<file path="src/rfs_pkg.sv">
// constants, types and register map of the rail fault supervisor
package rfs_pkg;

    // ==========================================================
    // register offsets
    localparam logic [7:0] RFS_OFS_OVR_EN   = 8'hb0;
    localparam logic [7:0] RFS_OFS_WRN_A    = 8'hb1;
    localparam logic [7:0] RFS_OFS_WRN_B    = 8'hb2;
    localparam logic [7:0] RFS_OFS_LIM_A    = 8'hb7;
    localparam logic [7:0] RFS_OFS_LIM_B    = 8'hb8;
    localparam logic [7:0] RFS_OFS_LOW_OV   = 8'hb9;
    localparam logic [7:0] RFS_OFS_UV_WRN   = 8'hba;
    localparam logic [7:0] RFS_OFS_HIGH_OV  = 8'hbb;
    localparam logic [7:0] RFS_OFS_WRN_STAT = 8'hd2;
    localparam logic [7:0] RFS_OFS_LIM_STAT = 8'hd7;

    // ==========================================================
    // field positions
    localparam int RFS_OVR_EN_BIT = 7;
    localparam int RFS_TH_W       = 3;
    localparam int RFS_WRN_LSB    = 0;
    localparam int RFS_LIM_LSB    = 3;
    localparam int RFS_HUV_LSB    = 3;

    // ==========================================================
    // reset values; code zero selects the factory level
    localparam logic [2:0] RFS_LO_OV_WRN_RST = 3'h0; // 115 percent of target
    localparam logic [2:0] RFS_LO_UV_WRN_RST = 3'h0; // 85 percent of target
    localparam logic [2:0] RFS_HI_OV_WRN_RST = 3'h0; // 108 percent of target
    localparam logic [2:0] RFS_HI_UV_WRN_RST = 3'h0; // 75 percent of target
    localparam logic [2:0] RFS_LO_OV_LIM_RST = 3'h0; // 150 percent of target
    localparam logic [2:0] RFS_HI_OV_LIM_RST = 3'h0; // 125 percent of target
    localparam logic [7:0] RFS_CTRL_RST      = 8'h00;

    // ==========================================================
    // timing
    localparam int RFS_CLK_KHZ    = 250000;
    localparam int RFS_HICCUP_MS  = 500;
    localparam int RFS_HICCUP_CYC = RFS_HICCUP_MS * RFS_CLK_KHZ;

    // ==========================================================
    // types
    typedef struct packed {
        logic hi_uv_out;
        logic hi_uv_in;
        logic hi_ov_out;
        logic hi_ov_in;
        logic lo_uv_out;
        logic lo_uv_in;
        logic lo_ov_out;
        logic lo_ov_in;
    } rfs_rail_t;

    typedef struct packed {
        logic [2:0] lo_ov_wrn;
        logic [2:0] lo_uv_wrn;
        logic [2:0] hi_ov_wrn;
        logic [2:0] hi_uv_wrn;
        logic [2:0] lo_ov_lim;
        logic [2:0] hi_ov_lim;
    } rfs_thresh_t;

    typedef struct packed {
        logic       wr;
        logic       rd;
        logic [7:0] addr;
        logic [7:0] wdata;
    } rfs_reg_req_t;

    typedef enum logic [2:0] {
        RFS_RUN      = 3'b000,
        RFS_HICCUP   = 3'b001,
        RFS_LATCH    = 3'b010,
        RFS_PWM_OFF  = 3'b011,
        RFS_CHIP_OFF = 3'b100
    } rfs_state_t;

endpackage

</file>
<file path="src/rfs_supervisor.sv">
// rail fault supervisor: status, thresholds, overrides, hiccup and latch-off
//
// Summary of operation
// - warning comparator sets warning status bit and pulls alert low
// - warning threshold codes reset to the default levels
// - warning threshold codes are writable three-bit fields
// - warning response override bits live in two control registers
// - overrides act only while the global override enable bit is one
// - limit comparator sets limit status, pulls alert, enters mode-pin response
// - limit response choice is overridable by two control registers
// - hiccup stops main converter, keeps aux, restarts soft-start after wait
// - latch-off stops main converter, keeps aux, holds until an enable toggles
// - run enable toggle in latch-off restarts main converter from soft-start
// - chip enable toggle in latch-off drops aux supplies once then full initialisation
// - limit threshold codes reset to the default levels
// - overvoltage limit threshold codes are writable three-bit fields
// - both levels apply to input and output case of both rails
`timescale 1ns/1ps
module rfs_supervisor #(
    parameter int P_HICCUP_CYC = rfs_pkg::RFS_HICCUP_CYC
) (
    input  wire logic                 i_ref_clk,
    input  wire logic                 i_sys_rst,
    input  wire rfs_pkg::rfs_reg_req_t i_reg,
    output logic [7:0]                o_reg_rdata,
    output logic                      o_reg_rack,
    input  wire rfs_pkg::rfs_rail_t   i_warn_cmp,
    input  wire rfs_pkg::rfs_rail_t   i_limit_cmp,
    input  wire logic                 i_mode_latch,
    input  wire logic                 i_run_enable,
    input  wire logic                 i_chip_enable,
    output rfs_pkg::rfs_thresh_t      o_thresh,
    output logic                      o_fault_alert_n,
    output logic                      o_main_run,
    output logic                      o_soft_start,
    output logic                      o_aux_run,
    output logic                      o_full_init
);
    import rfs_pkg::*;

    typedef struct packed {
        rfs_state_t  state;
        logic [31:0] hic_cnt;
        logic        ovr_en;
        logic [7:0]  wrn_a;
        logic [7:0]  wrn_b;
        logic [7:0]  lim_a;
        logic [7:0]  lim_b;
        rfs_thresh_t th;
        logic [7:0]  rdata;
        logic        rack;
        logic        alert_n;
        logic        main_run;
        logic        soft_start;
        logic        aux_run;
        logic        full_init;
    } rfs_main_st_t;

    localparam rfs_thresh_t RFS_TH_RST = '{
        lo_ov_wrn: RFS_LO_OV_WRN_RST,
        lo_uv_wrn: RFS_LO_UV_WRN_RST,
        hi_ov_wrn: RFS_HI_OV_WRN_RST,
        hi_uv_wrn: RFS_HI_UV_WRN_RST,
        lo_ov_lim: RFS_LO_OV_LIM_RST,
        hi_ov_lim: RFS_HI_OV_LIM_RST
    };
    localparam logic [31:0] RFS_HIC_LAST = 32'(P_HICCUP_CYC - 1);

    rfs_main_st_t q;
    rfs_main_st_t d;
    logic [7:0]   wrn_flags;
    logic [7:0]   lim_flags;
    logic [7:0]   wrn_clr;
    logic [7:0]   lim_clr;
    logic [7:0]   wrn_act;
    logic [1:0]   lim_resp;
    logic [1:0]   wrn_resp;

    // ==========================================================
    // response selection: {trip, latch}; latch-off wins over hiccup
    function automatic logic [1:0] rfs_resp(
        input logic [7:0] act,
        input logic [7:0] sel,
        input logic [7:0] val,
        input logic       mode
    );
        logic l;
        l = |(act & ((sel & val) | (~sel & {8{mode}})));
        return {|act, l};
    endfunction

    // ==========================================================
    // status flags
    always_comb
    begin
        wrn_clr = '0;
        lim_clr = '0;
        if (i_reg.wr && i_reg.addr == RFS_OFS_WRN_STAT)
        begin
            wrn_clr = i_reg.wdata;
        end
        if (i_reg.wr && i_reg.addr == RFS_OFS_LIM_STAT)
        begin
            lim_clr = i_reg.wdata;
        end
    end

    rfs_sticky_status #(
        .P_W (8)
    ) u_wrn_stat (
        .i_ref_clk (i_ref_clk),
        .i_sys_rst (i_sys_rst),
        .i_set     (i_warn_cmp),
        .i_clr     (wrn_clr),
        .o_flags   (wrn_flags)
    );

    rfs_sticky_status #(
        .P_W (8)
    ) u_lim_stat (
        .i_ref_clk (i_ref_clk),
        .i_sys_rst (i_sys_rst),
        .i_set     (i_limit_cmp),
        .i_clr     (lim_clr),
        .o_flags   (lim_flags)
    );

    // ==========================================================
    // fault response decision
    always_comb
    begin
        // warnings only escalate when software asked for it
        wrn_act  = i_warn_cmp & q.wrn_a & {8{q.ovr_en}};
        wrn_resp = rfs_resp(wrn_act, wrn_act, q.wrn_b, 1'b0);
        lim_resp = rfs_resp(i_limit_cmp, q.lim_a & {8{q.ovr_en}}, q.lim_b,
                            i_mode_latch);
    end

    // ==========================================================
    // next state
    always_comb
    begin
        d            = q;
        d.rack       = 1'b0;
        d.soft_start = 1'b0;
        d.full_init  = 1'b0;

        // register writes
        if (i_reg.wr)
        begin
            case (i_reg.addr)
                RFS_OFS_OVR_EN:  d.ovr_en = i_reg.wdata[RFS_OVR_EN_BIT];
                RFS_OFS_WRN_A:   d.wrn_a = i_reg.wdata;
                RFS_OFS_WRN_B:   d.wrn_b = i_reg.wdata;
                RFS_OFS_LIM_A:   d.lim_a = i_reg.wdata;
                RFS_OFS_LIM_B:   d.lim_b = i_reg.wdata;
                RFS_OFS_LOW_OV:
                begin
                    d.th.lo_ov_wrn = i_reg.wdata[RFS_WRN_LSB +: RFS_TH_W];
                    d.th.lo_ov_lim = i_reg.wdata[RFS_LIM_LSB +: RFS_TH_W];
                end
                RFS_OFS_UV_WRN:
                begin
                    d.th.lo_uv_wrn = i_reg.wdata[RFS_WRN_LSB +: RFS_TH_W];
                    d.th.hi_uv_wrn = i_reg.wdata[RFS_HUV_LSB +: RFS_TH_W];
                end
                RFS_OFS_HIGH_OV:
                begin
                    d.th.hi_ov_wrn = i_reg.wdata[RFS_WRN_LSB +: RFS_TH_W];
                    d.th.hi_ov_lim = i_reg.wdata[RFS_LIM_LSB +: RFS_TH_W];
                end
                default:
                begin
                end
            endcase
        end

        // register reads; unmapped offsets answer zero
        if (i_reg.rd)
        begin
            d.rack = 1'b1;
            case (i_reg.addr)
                RFS_OFS_OVR_EN:   d.rdata = {q.ovr_en, 7'h00};
                RFS_OFS_WRN_A:    d.rdata = q.wrn_a;
                RFS_OFS_WRN_B:    d.rdata = q.wrn_b;
                RFS_OFS_LIM_A:    d.rdata = q.lim_a;
                RFS_OFS_LIM_B:    d.rdata = q.lim_b;
                RFS_OFS_LOW_OV:   d.rdata = {2'h0, q.th.lo_ov_lim, q.th.lo_ov_wrn};
                RFS_OFS_UV_WRN:   d.rdata = {2'h0, q.th.hi_uv_wrn, q.th.lo_uv_wrn};
                RFS_OFS_HIGH_OV:  d.rdata = {2'h0, q.th.hi_ov_lim, q.th.hi_ov_wrn};
                RFS_OFS_WRN_STAT: d.rdata = wrn_flags;
                RFS_OFS_LIM_STAT: d.rdata = lim_flags;
                default:          d.rdata = 8'h00;
            endcase
        end

        // alert follows live comparators too, so it drops with the flag
        d.alert_n = ~((|wrn_flags) | (|lim_flags) | (|i_warn_cmp) | (|i_limit_cmp));

        // protection sequencing
        case (q.state)
            RFS_RUN:
            begin
                d.main_run = 1'b1;
                d.aux_run  = 1'b1;
                if (lim_resp[1] || wrn_resp[1])
                begin
                    d.main_run = 1'b0;
                    d.hic_cnt  = '0;
                    if (lim_resp[0] || wrn_resp[0])
                    begin
                        d.state = RFS_LATCH;
                    end
                    else
                    begin
                        d.state = RFS_HICCUP;
                    end
                end
            end
            RFS_HICCUP:
            begin
                // aux supplies stay up so the controller keeps power
                d.main_run = 1'b0;
                d.aux_run  = 1'b1;
                d.hic_cnt  = q.hic_cnt + 32'h1;
                if (q.hic_cnt == RFS_HIC_LAST)
                begin
                    d.state      = RFS_RUN;
                    d.main_run   = 1'b1;
                    d.soft_start = 1'b1;
                end
            end
            RFS_LATCH:
            begin
                d.main_run = 1'b0;
                d.aux_run  = 1'b1;
                if (!i_chip_enable)
                begin
                    d.state   = RFS_CHIP_OFF;
                    d.aux_run = 1'b0;
                end
                else if (!i_run_enable)
                begin
                    d.state = RFS_PWM_OFF;
                end
            end
            RFS_PWM_OFF:
            begin
                d.main_run = 1'b0;
                d.aux_run  = 1'b1;
                if (!i_chip_enable)
                begin
                    d.state   = RFS_CHIP_OFF;
                    d.aux_run = 1'b0;
                end
                else if (i_run_enable)
                begin
                    d.state      = RFS_RUN;
                    d.main_run   = 1'b1;
                    d.soft_start = 1'b1;
                end
            end
            RFS_CHIP_OFF:
            begin
                d.main_run = 1'b0;
                d.aux_run  = 1'b0;
                if (i_chip_enable)
                begin
                    d.state     = RFS_RUN;
                    d.aux_run   = 1'b1;
                    d.main_run  = 1'b1;
                    d.full_init = 1'b1;
                end
            end
            default:
            begin
                d.state = RFS_RUN;
            end
        endcase
    end

    // ==========================================================
    // state register
    always_ff @(posedge i_ref_clk)
    begin
        if (i_sys_rst)
        begin
            q            <= '0;
            q.state      <= RFS_RUN;
            q.wrn_a      <= RFS_CTRL_RST;
            q.wrn_b      <= RFS_CTRL_RST;
            q.lim_a      <= RFS_CTRL_RST;
            q.lim_b      <= RFS_CTRL_RST;
            q.th         <= RFS_TH_RST;
            q.alert_n    <= 1'b1;
            q.main_run   <= 1'b1;
            q.aux_run    <= 1'b1;
        end
        else
        begin
            q <= d;
        end
    end

    assign o_reg_rdata     = q.rdata;
    assign o_reg_rack      = q.rack;
    assign o_thresh        = q.th;
    assign o_fault_alert_n = q.alert_n;
    assign o_main_run      = q.main_run;
    assign o_soft_start    = q.soft_start;
    assign o_aux_run       = q.aux_run;
    assign o_full_init     = q.full_init;

    // ==========================================================
    // checks
    warn_alert_a: assert property (@(posedge i_ref_clk) disable iff (i_sys_rst)
        (|i_warn_cmp) |=> (!o_fault_alert_n && ((wrn_flags & $past(i_warn_cmp)) == $past(i_warn_cmp))))
        else $error("warning did not flag or alert");

    limit_alert_a: assert property (@(posedge i_ref_clk) disable iff (i_sys_rst)
        (|i_limit_cmp) |=> (!o_fault_alert_n && ((lim_flags & $past(i_limit_cmp)) == $past(i_limit_cmp))))
        else $error("limit did not flag or alert");

    alert_release_a: assert property (@(posedge i_ref_clk) disable iff (i_sys_rst)
        (wrn_flags == 8'h00 && lim_flags == 8'h00 && i_warn_cmp == 8'h00 && i_limit_cmp == 8'h00)
        |=> o_fault_alert_n)
        else $error("alert held with nothing pending");

    thresh_reset_a: assert property (@(posedge i_ref_clk)
        i_sys_rst |=> (o_thresh == RFS_TH_RST))
        else $error("thresholds not at reset levels");

    ovr_gated_a: assert property (@(posedge i_ref_clk) disable iff (i_sys_rst)
        (q.state == RFS_RUN && (|i_limit_cmp) && !q.ovr_en && !i_mode_latch)
        |=> (q.state == RFS_HICCUP && !o_main_run))
        else $error("override honoured while disabled");

    hiccup_keep_aux_a: assert property (@(posedge i_ref_clk) disable iff (i_sys_rst)
        (q.state == RFS_HICCUP) |-> (!o_main_run && o_aux_run))
        else $error("hiccup lost aux or kept main");

    latch_hold_a: assert property (@(posedge i_ref_clk) disable iff (i_sys_rst)
        (q.state == RFS_LATCH && i_run_enable && i_chip_enable)
        |=> (q.state == RFS_LATCH && !o_main_run && o_aux_run))
        else $error("latch-off left without a toggle");

    run_restart_a: assert property (@(posedge i_ref_clk) disable iff (i_sys_rst)
        (q.state == RFS_PWM_OFF && i_run_enable && i_chip_enable)
        |=> (o_soft_start && o_main_run && o_aux_run && !o_full_init))
        else $error("run enable restart wrong");

    chip_restart_a: assert property (@(posedge i_ref_clk) disable iff (i_sys_rst)
        (q.state == RFS_CHIP_OFF && !i_chip_enable) ##1 i_chip_enable
        |=> (o_full_init && o_aux_run) ##1 !o_full_init)
        else $error("chip enable restart wrong");

endmodule // rfs_supervisor

</file>
<file path="src/rfs_sticky_status.sv">
// sticky status flags with write-one-to-clear, set beats clear
`timescale 1ns/1ps
module rfs_sticky_status #(
    parameter int P_W = 8
) (
    input  wire logic           i_ref_clk,
    input  wire logic           i_sys_rst,
    input  wire logic [P_W-1:0] i_set,
    input  wire logic [P_W-1:0] i_clr,
    output logic      [P_W-1:0] o_flags
);
    import rfs_pkg::*;

    typedef struct packed {
        logic [P_W-1:0] flags;
    } rfs_sticky_st_t;

    rfs_sticky_st_t q;
    rfs_sticky_st_t d;

    // ==========================================================
    // next state
    always_comb
    begin
        d = q;
        // an event landing on the clear cycle survives
        d.flags = (q.flags & ~i_clr) | i_set;
    end

    always_ff @(posedge i_ref_clk)
    begin
        if (i_sys_rst)
        begin
            q <= '0;
        end
        else
        begin
            q <= d;
        end
    end

    assign o_flags = q.flags;

    // ==========================================================
    // checks
    set_beats_clear_a: assert property (@(posedge i_ref_clk) disable iff (i_sys_rst)
        (|(i_set & i_clr)) |=> ((o_flags & $past(i_set)) == $past(i_set)))
        else $error("flag set during clear was lost");

    flag_holds_a: assert property (@(posedge i_ref_clk) disable iff (i_sys_rst)
        (i_set == '0 && i_clr == '0) |=> (o_flags == $past(o_flags)))
        else $error("flag changed without set or clear");

endmodule // rfs_sticky_status

</file>
<file path="config.mk">
export PLATFORM = sky130hd
export DESIGN_NAME = rfs_supervisor
export DESIGN_NICKNAME = d
export VERILOG_FILES = /design/src/rfs_pkg.sv /design/src/rfs_supervisor.sv /design/src/rfs_sticky_status.sv
export SDC_FILE = /design/constraint.sdc
export NUM_CORES = 1
export LEC_CHECK = 0
export ABC_AREA = 0
export BUFFER_PORTS_ARGS = -buffer_cell sky130_fd_sc_hd__clkbuf_2
export CORE_UTILIZATION = 53
export CTS_CLUSTER_SIZE = 16
export DETAILED_ROUTE_END_ITERATION = 10
export PLACE_DENSITY = 0.77
export SKIP_CTS_REPAIR_TIMING = 1
export SLEW_MARGIN = 20
export SYNTH_ARGS = -nofsm -noshare
export SYNTH_HDL_FRONTEND = slang
export SYNTH_HIERARCHICAL = 1
export SYNTH_SLANG_ARGS = --single-unit
</file>
<file path="constraint.sdc">
create_clock -name i_ref_clk -period 2 [get_ports i_ref_clk]
set_input_delay 0.3 -clock i_ref_clk [delete_from_list [all_inputs] [get_ports i_ref_clk]]
set_output_delay 0.3 -clock i_ref_clk [all_outputs]
set_load 0.005 [all_outputs]
</file>
==> impl_metrics.env, run 1 <==
export IMPL_fin_area_sq_um=7620
export IMPL_swShare_pct=22.7
export IMPL_hold_viol=0
export IMPL_initial_core_util_pct=55.6
export IMPL_overflow=0
export IMPL_grt_max_degree=32
export IMPL_timing_fmax_mhz=520
export IMPL_worstPathArrival_ps=2280
export IMPL_drc_errors=0
export IMPL_ys_seq_elements=116
export IMPL_setup_violations=0
export IMPL_clkLatencyLatePin_ps=420
export IMPL_fin_util_pct=68.8
export IMPL_yosys_warnings=6
export IMPL_synthFlopType="dfxtp_1"
export IMPL_path_class="flip-flop to flip-flop"
export IMPL_ir_worst_vdd_v=0.000776
export IMPL_root_buffer="clkbuf_16"
export IMPL_ff2ff_setup_slack_ps=80
export IMPL_synth_edf_count=0
export IMPL_avgViaCountPerCell=6.03
export IMPL_reg2reg_depth=6
export IMPL_crit_path_start_kind="flip-flop"
export IMPL_synthTopCellsByArea="dfxtp_1, mux2i_1, nor2_1"
export IMPL_clk_path_buf_depth=2
export IMPL_ant_nets=0
export IMPL_grt_pass1_wl_microns=28000
export IMPL_intPower_mw=4.82
export IMPL_firstDrtPassIters=7
export IMPL_postPlaceCellArea_sq_um=6880
export IMPL_endpoint="q[93]"
export IMPL_crit_path_end_kind="flip-flop"
export IMPL_r2r_end="q[93]"
export IMPL_core_sq_um=11100
export IMPL_async_reset_ff_share_pct=0
export IMPL_track_usage_pct=31.4
export IMPL_p_total_mw=6.23
export IMPL_wirelength_microns=18300
export IMPL_dieArea_sq_um=12000
export IMPL_pwr_share_seq_pct=38.9
export IMPL_diodes=0
export IMPL_synthCells=713
export IMPL_tightest_slew_ps=503
export IMPL_pwr_share_comb_pct=8.7
export IMPL_clkPwrFrac_pct=52.5
export IMPL_p_per_area_nw_per_um2=818
export IMPL_fp_row_count=38
export IMPL_cts_tree="done"
export IMPL_dr_first_iter_drc_count=527
export IMPL_syn_to_final_growth_pct=23.8
export IMPL_p_sw_mw=1.42
export IMPL_timing_rr_start="q[78]"
export IMPL_cp_max_fo=6
export IMPL_clk_pin_slew_worst_paths_ps=50
export IMPL_drive_above_1_share_pct=30.4
export IMPL_p_leak_nw=3.20
export IMPL_outcome="finished, final reports clean"
export IMPL_slew_headroom_pct=65.6
export IMPL_rsz0062_at_grt="true"
export IMPL_worstHoldPathType="primary input to flip-flop"
export IMPL_fin_worst_skew_ps=4.82
export IMPL_synth_top_area_share_pct=37.7
export IMPL_ioPinCount=71
export IMPL_avgSynthCellArea_sq_um=8.63
export IMPL_slew_violations=0
export IMPL_cts_max_level=4
export IMPL_grt_pass1_vias=5508
export IMPL_period_minus_slack_ps=1920
export IMPL_vias=5818
export IMPL_yosysTopAreaCell="dfxtp_1"
export IMPL_cts_buffers=17
export IMPL_dieHeight_microns=110
export IMPL_period_share_pct=96.1
export IMPL_cap_violations=0
export IMPL_synth_nets=753
export IMPL_numPortBuffers=70
export IMPL_nNetsFinal=852
export IMPL_syn_area_sq_um=6150
export IMPL_setup_worst_path_start="q[78]"
export IMPL_seq_area_frac_synth_pct=37.7
export IMPL_wl_per_cell_microns=19.0
export IMPL_gp_congestion=0.996
export IMPL_hpwlAfterDp_microns=13300
export IMPL_cts_sink_count=116
export IMPL_synth_cell_type_count=64
export IMPL_antenna_found_initial=0
export IMPL_fill_cells=876
export IMPL_die_width_microns=110
export IMPL_required_ps=2350
## synthesized netlist by cell type (6+ instances only)
| cell | n |
|---|---|
| and2_1 | 18 |
| nor2_1 | 80 |
| and3_1 | 7 |
| mux2i_1 | 50 |
| nand4_1 | 12 |
| inv_1 | 22 |
| nor4_1 | 12 |
| buf_4 | 27 |
| nand2b_4 | 17 |
| a22oi_1 | 24 |
| a21oi_1 | 33 |
| o21ai_0 | 32 |
| a21oi_2 | 16 |
| or3_1 | 14 |
| clkbuf_1 | 26 |
| dfxtp_1 | 116 |
| clkbuf_2 | 6 |
| mux2_2 | 7 |
| nand2_1 | 48 |
| o31ai_1 | 7 |
| nand3_1 | 34 |
| o22ai_1 | 8 |
## placed cells by master, fill, tap and decap left out, types with 5 or more instances in the layout
cell       instances
dfxtp_1          108
nor2_1            80
buf_4             72
clkbuf_2          69
mux2i_1           50
nand2_1           48
o21ai_0           32
nand3_1           32
a21oi_1           29
a22oi_1           24
inv_1             22
a21oi_2           20
and2_1            18
nand2b_4          17
clkbuf_16         17
or3_1             12
nand4_1           12
nor4_1            11
o22ai_1            8
and3_1             7
o31ai_1            7
mux2_2             7
dfxtp_2            6
nor2b_1            5
nand2b_1           5
xor2_1             5
a211oi_1           5
xnor2_1            5
clkbuf_8           5
## critical path: stages, from the launching register on
cell and delay (ps):
dfxtp_1 330, nand3_1 90, or3_4 410, nor3_4 240, o21ai_4 130, or4_4 530
a21oi_2 120
## final cells by class
class / count / area [sq um] / area share [%]
clock buffer: 23 / 498 / 6.53
timing repair buffer: 145 / 933 / 12.2
clock inverter: 9 / 148 / 1.94
inverter: 22 / 82.6 / 1.08
multi-input combinational: 510 / 3450 / 45.2
tap: 140 / 175 / 2.30
sequential: 116 / 2340 / 30.7
## cell families after synthesis
family	count (synthesis)	synth area share (%)
xor+xnor	10	1.42
simple gates	283	26.0
fa+ha+maj	1	0.203
mux	59	10.1
buf+inv	87	7.54
flops	116	37.7
compound gates	157	16.9
## sequential cells by signal, summed over array words and instances (netlist names), 8 cells and up
signal / flops
o_reg_rdata: 8
u_lim_stat/o_flags: 8
q: 68
o_thresh: 18
u_wrn_stat/o_flags: 8
## worst min path at each step
| stage | startpoint | depth (start not counted) | slack, ps | end |
|---|---|---|---|---|
| 2_1_floorplan | i_sys_rst | 1 | 380 | o_reg_rack |
| 3_3_place_gp | o_reg_rdata[1] | 2 | 460 | o_reg_rdata[1] |
| 3_5_place_dp | o_reg_rdata[5] | 2 | 460 | o_reg_rdata[5] |
| 4_1_cts | i_limit_cmp[7] | 3 | 130 | u_lim_stat/o_flags[7] |
| 5_1_grt | i_limit_cmp[2] | 3 | 140 | u_lim_stat/o_flags[2] |
| 6_report | i_limit_cmp[7] | 3 | 140 | u_lim_stat/o_flags[7] |
## power groups by stage
stage / logic, mW / registers (mW) / clock network [mW]
finish: 0.540 / 2.42 / 3.27
global route: 0.581 / 2.43 / 3.42
CTS: 0.526 / 2.42 / 3.31
detailed placement: 0.522 / 2.47 / 0
global placement: 0.508 / 2.47 / 0
floorplan: 0.309 / 2.45 / 0
## metrics by stage
stage | setup WS, ps | setup TNS [ps] | hold slack [ps] | cells
finish | 78.5 | 0 | 143 | 965
global route | -25.5 | -36.0 | 145 | 965
CTS | -84.7 | -320 | 127 | 963
detailed placement | -61.5 | -146 | 455 | 931
global placement | 5.65 | 0 | 457 | 931
floorplan | 4.80 | 0 | 383 | 713
## per-layer routing
metal | wire length (microns) | global-route usage [%] | share of wire (%)
met1 | 7430 | 37.4 | 41
met5 | 0 | 0 | 0
met4 | 631 | 13.7 | 3.4
met2 | 9010 | 53.2 | 49
met3 | 1240 | 8.00 | 6.8
No activity file was read; power rests on OpenSTA's default activity.
==> run 2: changes to the inputs <==
==> constraint.sdc (replaced) <==
create_clock -name i_ref_clk -period 1.75 [get_ports i_ref_clk]
set_input_delay 0.2625 -clock i_ref_clk [delete_from_list [all_inputs] [get_ports i_ref_clk]]
set_output_delay 0.2625 -clock i_ref_clk [all_outputs]
set_load 0.005 [all_outputs]
==> run 2 against run 1 <==
The flow now finishes with violations (setup timing). Critical path depth stayed put. Core utilization is 6.4 points higher. Combinational power rose by 52%. Sequential share of layout area is 2.5 points lower. Worst setup slack got worse by 370 ps. Fmax is 5.9% lower. Clock-buffer cell count decreased by 3. Sequential power increased by 14%. Critical endpoint is now o_soft_start. Largest cell class unchanged. Largest power group unchanged.
==> impl_metrics.env, run 2 (synthesis results as in run 1) <==
export IMPL_outcome="finished with violations"
export IMPL_violations="setup timing"
export IMPL_rsz0062_at_grt="true"
export IMPL_timing_rr_start="q[84]"
export IMPL_antenna_found_initial=0
export IMPL_hpwlAfterDp_microns=13900
export IMPL_die_width_microns=110
export IMPL_slew_headroom_pct=70.7
export IMPL_whs_path_depth=2
export IMPL_p_leak_nw=3.52
export IMPL_syn_to_final_growth_pct=35.4
export IMPL_clk_pin_slew_worst_paths_ps=60
export IMPL_dr_first_iter_drc_count=767
export IMPL_ff2ff_setup_slack_ps=-290
export IMPL_core_sq_um=11100
export IMPL_ant_nets=0
export IMPL_cts_max_level=4
export IMPL_overflow=0
export IMPL_multiInputGateArea_sq_um=3670
export IMPL_vias=6403
export IMPL_grt_max_degree=40
export IMPL_fill_cells=730
export IMPL_numPortBuffers=70
export IMPL_cts_buffers=17
export IMPL_setup_violations=16
export IMPL_largest_register_ffs=68
export IMPL_dieHeight_microns=110
export IMPL_tightest_slew_ps=435
export IMPL_nNetsFinal=902
export IMPL_fin_hold_ws_ps=138
export IMPL_timing_fmax_mhz=490
export IMPL_crit_path_end_kind="flip-flop"
export IMPL_grt_pass1_vias=5919
export IMPL_fin_area_sq_um=8330
export IMPL_drc_errors=0
export IMPL_hold_viol=0
export IMPL_required_ps=2120
export IMPL_post_place_ws_ps=-243
export IMPL_clkLatencyLatePin_ps=430
export IMPL_grt_pass1_wl_microns=30500
export IMPL_crit_path_start_kind="flip-flop"
export IMPL_drive_above_1_share_pct=40.3
export IMPL_layout_commonest_cell="buf_4"
export IMPL_cts_tree="done"
export IMPL_slew_violations=0
export IMPL_ir_worst_vdd_v=0.000854
export IMPL_layout_common_cells="buf_4, dfxtp_1, nor2_1"
export IMPL_track_usage_pct=34.2
export IMPL_diodes=0
export IMPL_fin_ws_ps=-292
export IMPL_period_share_pct=117
export IMPL_avgViaCountPerCell=6.31
export IMPL_r2r_end="o_soft_start"
export IMPL_firstDrtPassIters=6
export IMPL_reg2reg_depth=6
export IMPL_place_inst=971
export IMPL_worstPathArrival_ps=2410
export IMPL_p_per_area_nw_per_um2=879
export IMPL_min_to="q[99]"
export IMPL_dieArea_sq_um=12000
export IMPL_cap_violations=0
export IMPL_fp_row_count=38
export IMPL_clk_path_buf_depth=2
export IMPL_gp_congestion=0.977
export IMPL_final_cells=1015
export IMPL_register_area_sq_um=2350
export IMPL_ioPinCount=71
export IMPL_cp_max_fo=4
export IMPL_path_class="flip-flop to flip-flop"
export IMPL_fin_worst_skew_ps=9.41
export IMPL_initial_core_util_pct=55.6
export IMPL_period_minus_slack_ps=2040
export IMPL_cts_sink_count=116
export IMPL_regMostFlops="q"
export IMPL_wirelength_microns=21000
export IMPL_wl_per_cell_microns=20.7
export IMPL_postPlaceCellArea_sq_um=7250
export IMPL_min_from="i_chip_enable"
export IMPL_worstHoldPathType="primary input to flip-flop"
export IMPL_root_buffer="clkbuf_16"
-- run 2: cell count changes in the layout (fill, tap and decap cells not counted), sizes merged --
| cell | before | now |
|---|---|---|
| clkinv | 4 | 5 |
| clkbuf | 92 | 91 |
| buf | 76 | 124 |
| clkinvlp | 1 | 3 |
-- run 2: metrics by stage --
| stage | util [%] | setup TNS, ps | power (mW) |
|---|---|---|---|
| 6_report | 75.2 | -1990 | 7.33 |
| 2_1_floorplan | - | -793 | 3.15 |
| 3_3_place_gp | 65.4 | -2570 | 3.46 |
| 4_1_cts | 71.2 | -3640 | 7.17 |
| 5_1_grt | 75.2 | -3300 | 7.52 |
| 3_5_place_dp | 65.4 | -4130 | 3.48 |
-- run 2: worst max path at each step --
stage                from           end  slack [ps]  cells after the start
finish              q[84]  o_soft_start        -290                      6
detailed placement  q[84]  o_soft_start        -240                      6
floorplan           q[72]         q[90]        -160                      7
global placement    q[84]  o_soft_start        -170                      6
CTS                 q[75]         q[90]        -260                      6
global route        q[84]  o_soft_start        -360                      6
-- run 2: routing by layer --
| metal | share of wire [%] | routed length (microns) | global-route usage [%] | up-vias |
|---|---|---|---|---|
| li1 | - | - | - | 2839 |
| met1 | 40 | 8360 | 43.0 | 3032 |
| met2 | 46 | 9580 | 52.6 | 427 |
| met3 | 10 | 2200 | 10.3 | 105 |
| met4 | 4.3 | 901 | 18.3 | 0 |
| met5 | 0 | 0 | 0 | - |
-- run 2: report_power, final --
group          switching (mW)  total, mW  internal, mW  leakage, nW
sequential             0.0677       2.76          2.70        0.952
combinational           0.462      0.822         0.360         2.26
clock                    1.29       3.74          2.45        0.302
-- run 2: layout make-up --
type,count,share of cell area (%)
Multi-Input combinational cell,510,44.0
Sequential cell,116,28.2
Timing Repair Buffer,195,17.1
Clock buffer,20,5.48
Clock inverter,12,2.15
Tap cell,140,2.10
Inverter,22,0.991
-- run 2: worst max-delay path, cell delays in order, from the launching register on --
cell	delay, ps
dfxtp_2	340
or4bb_1	510
nor4_2	280
nand4_1	200
or3b_1	390
a21o_1	180
nor2_1	80
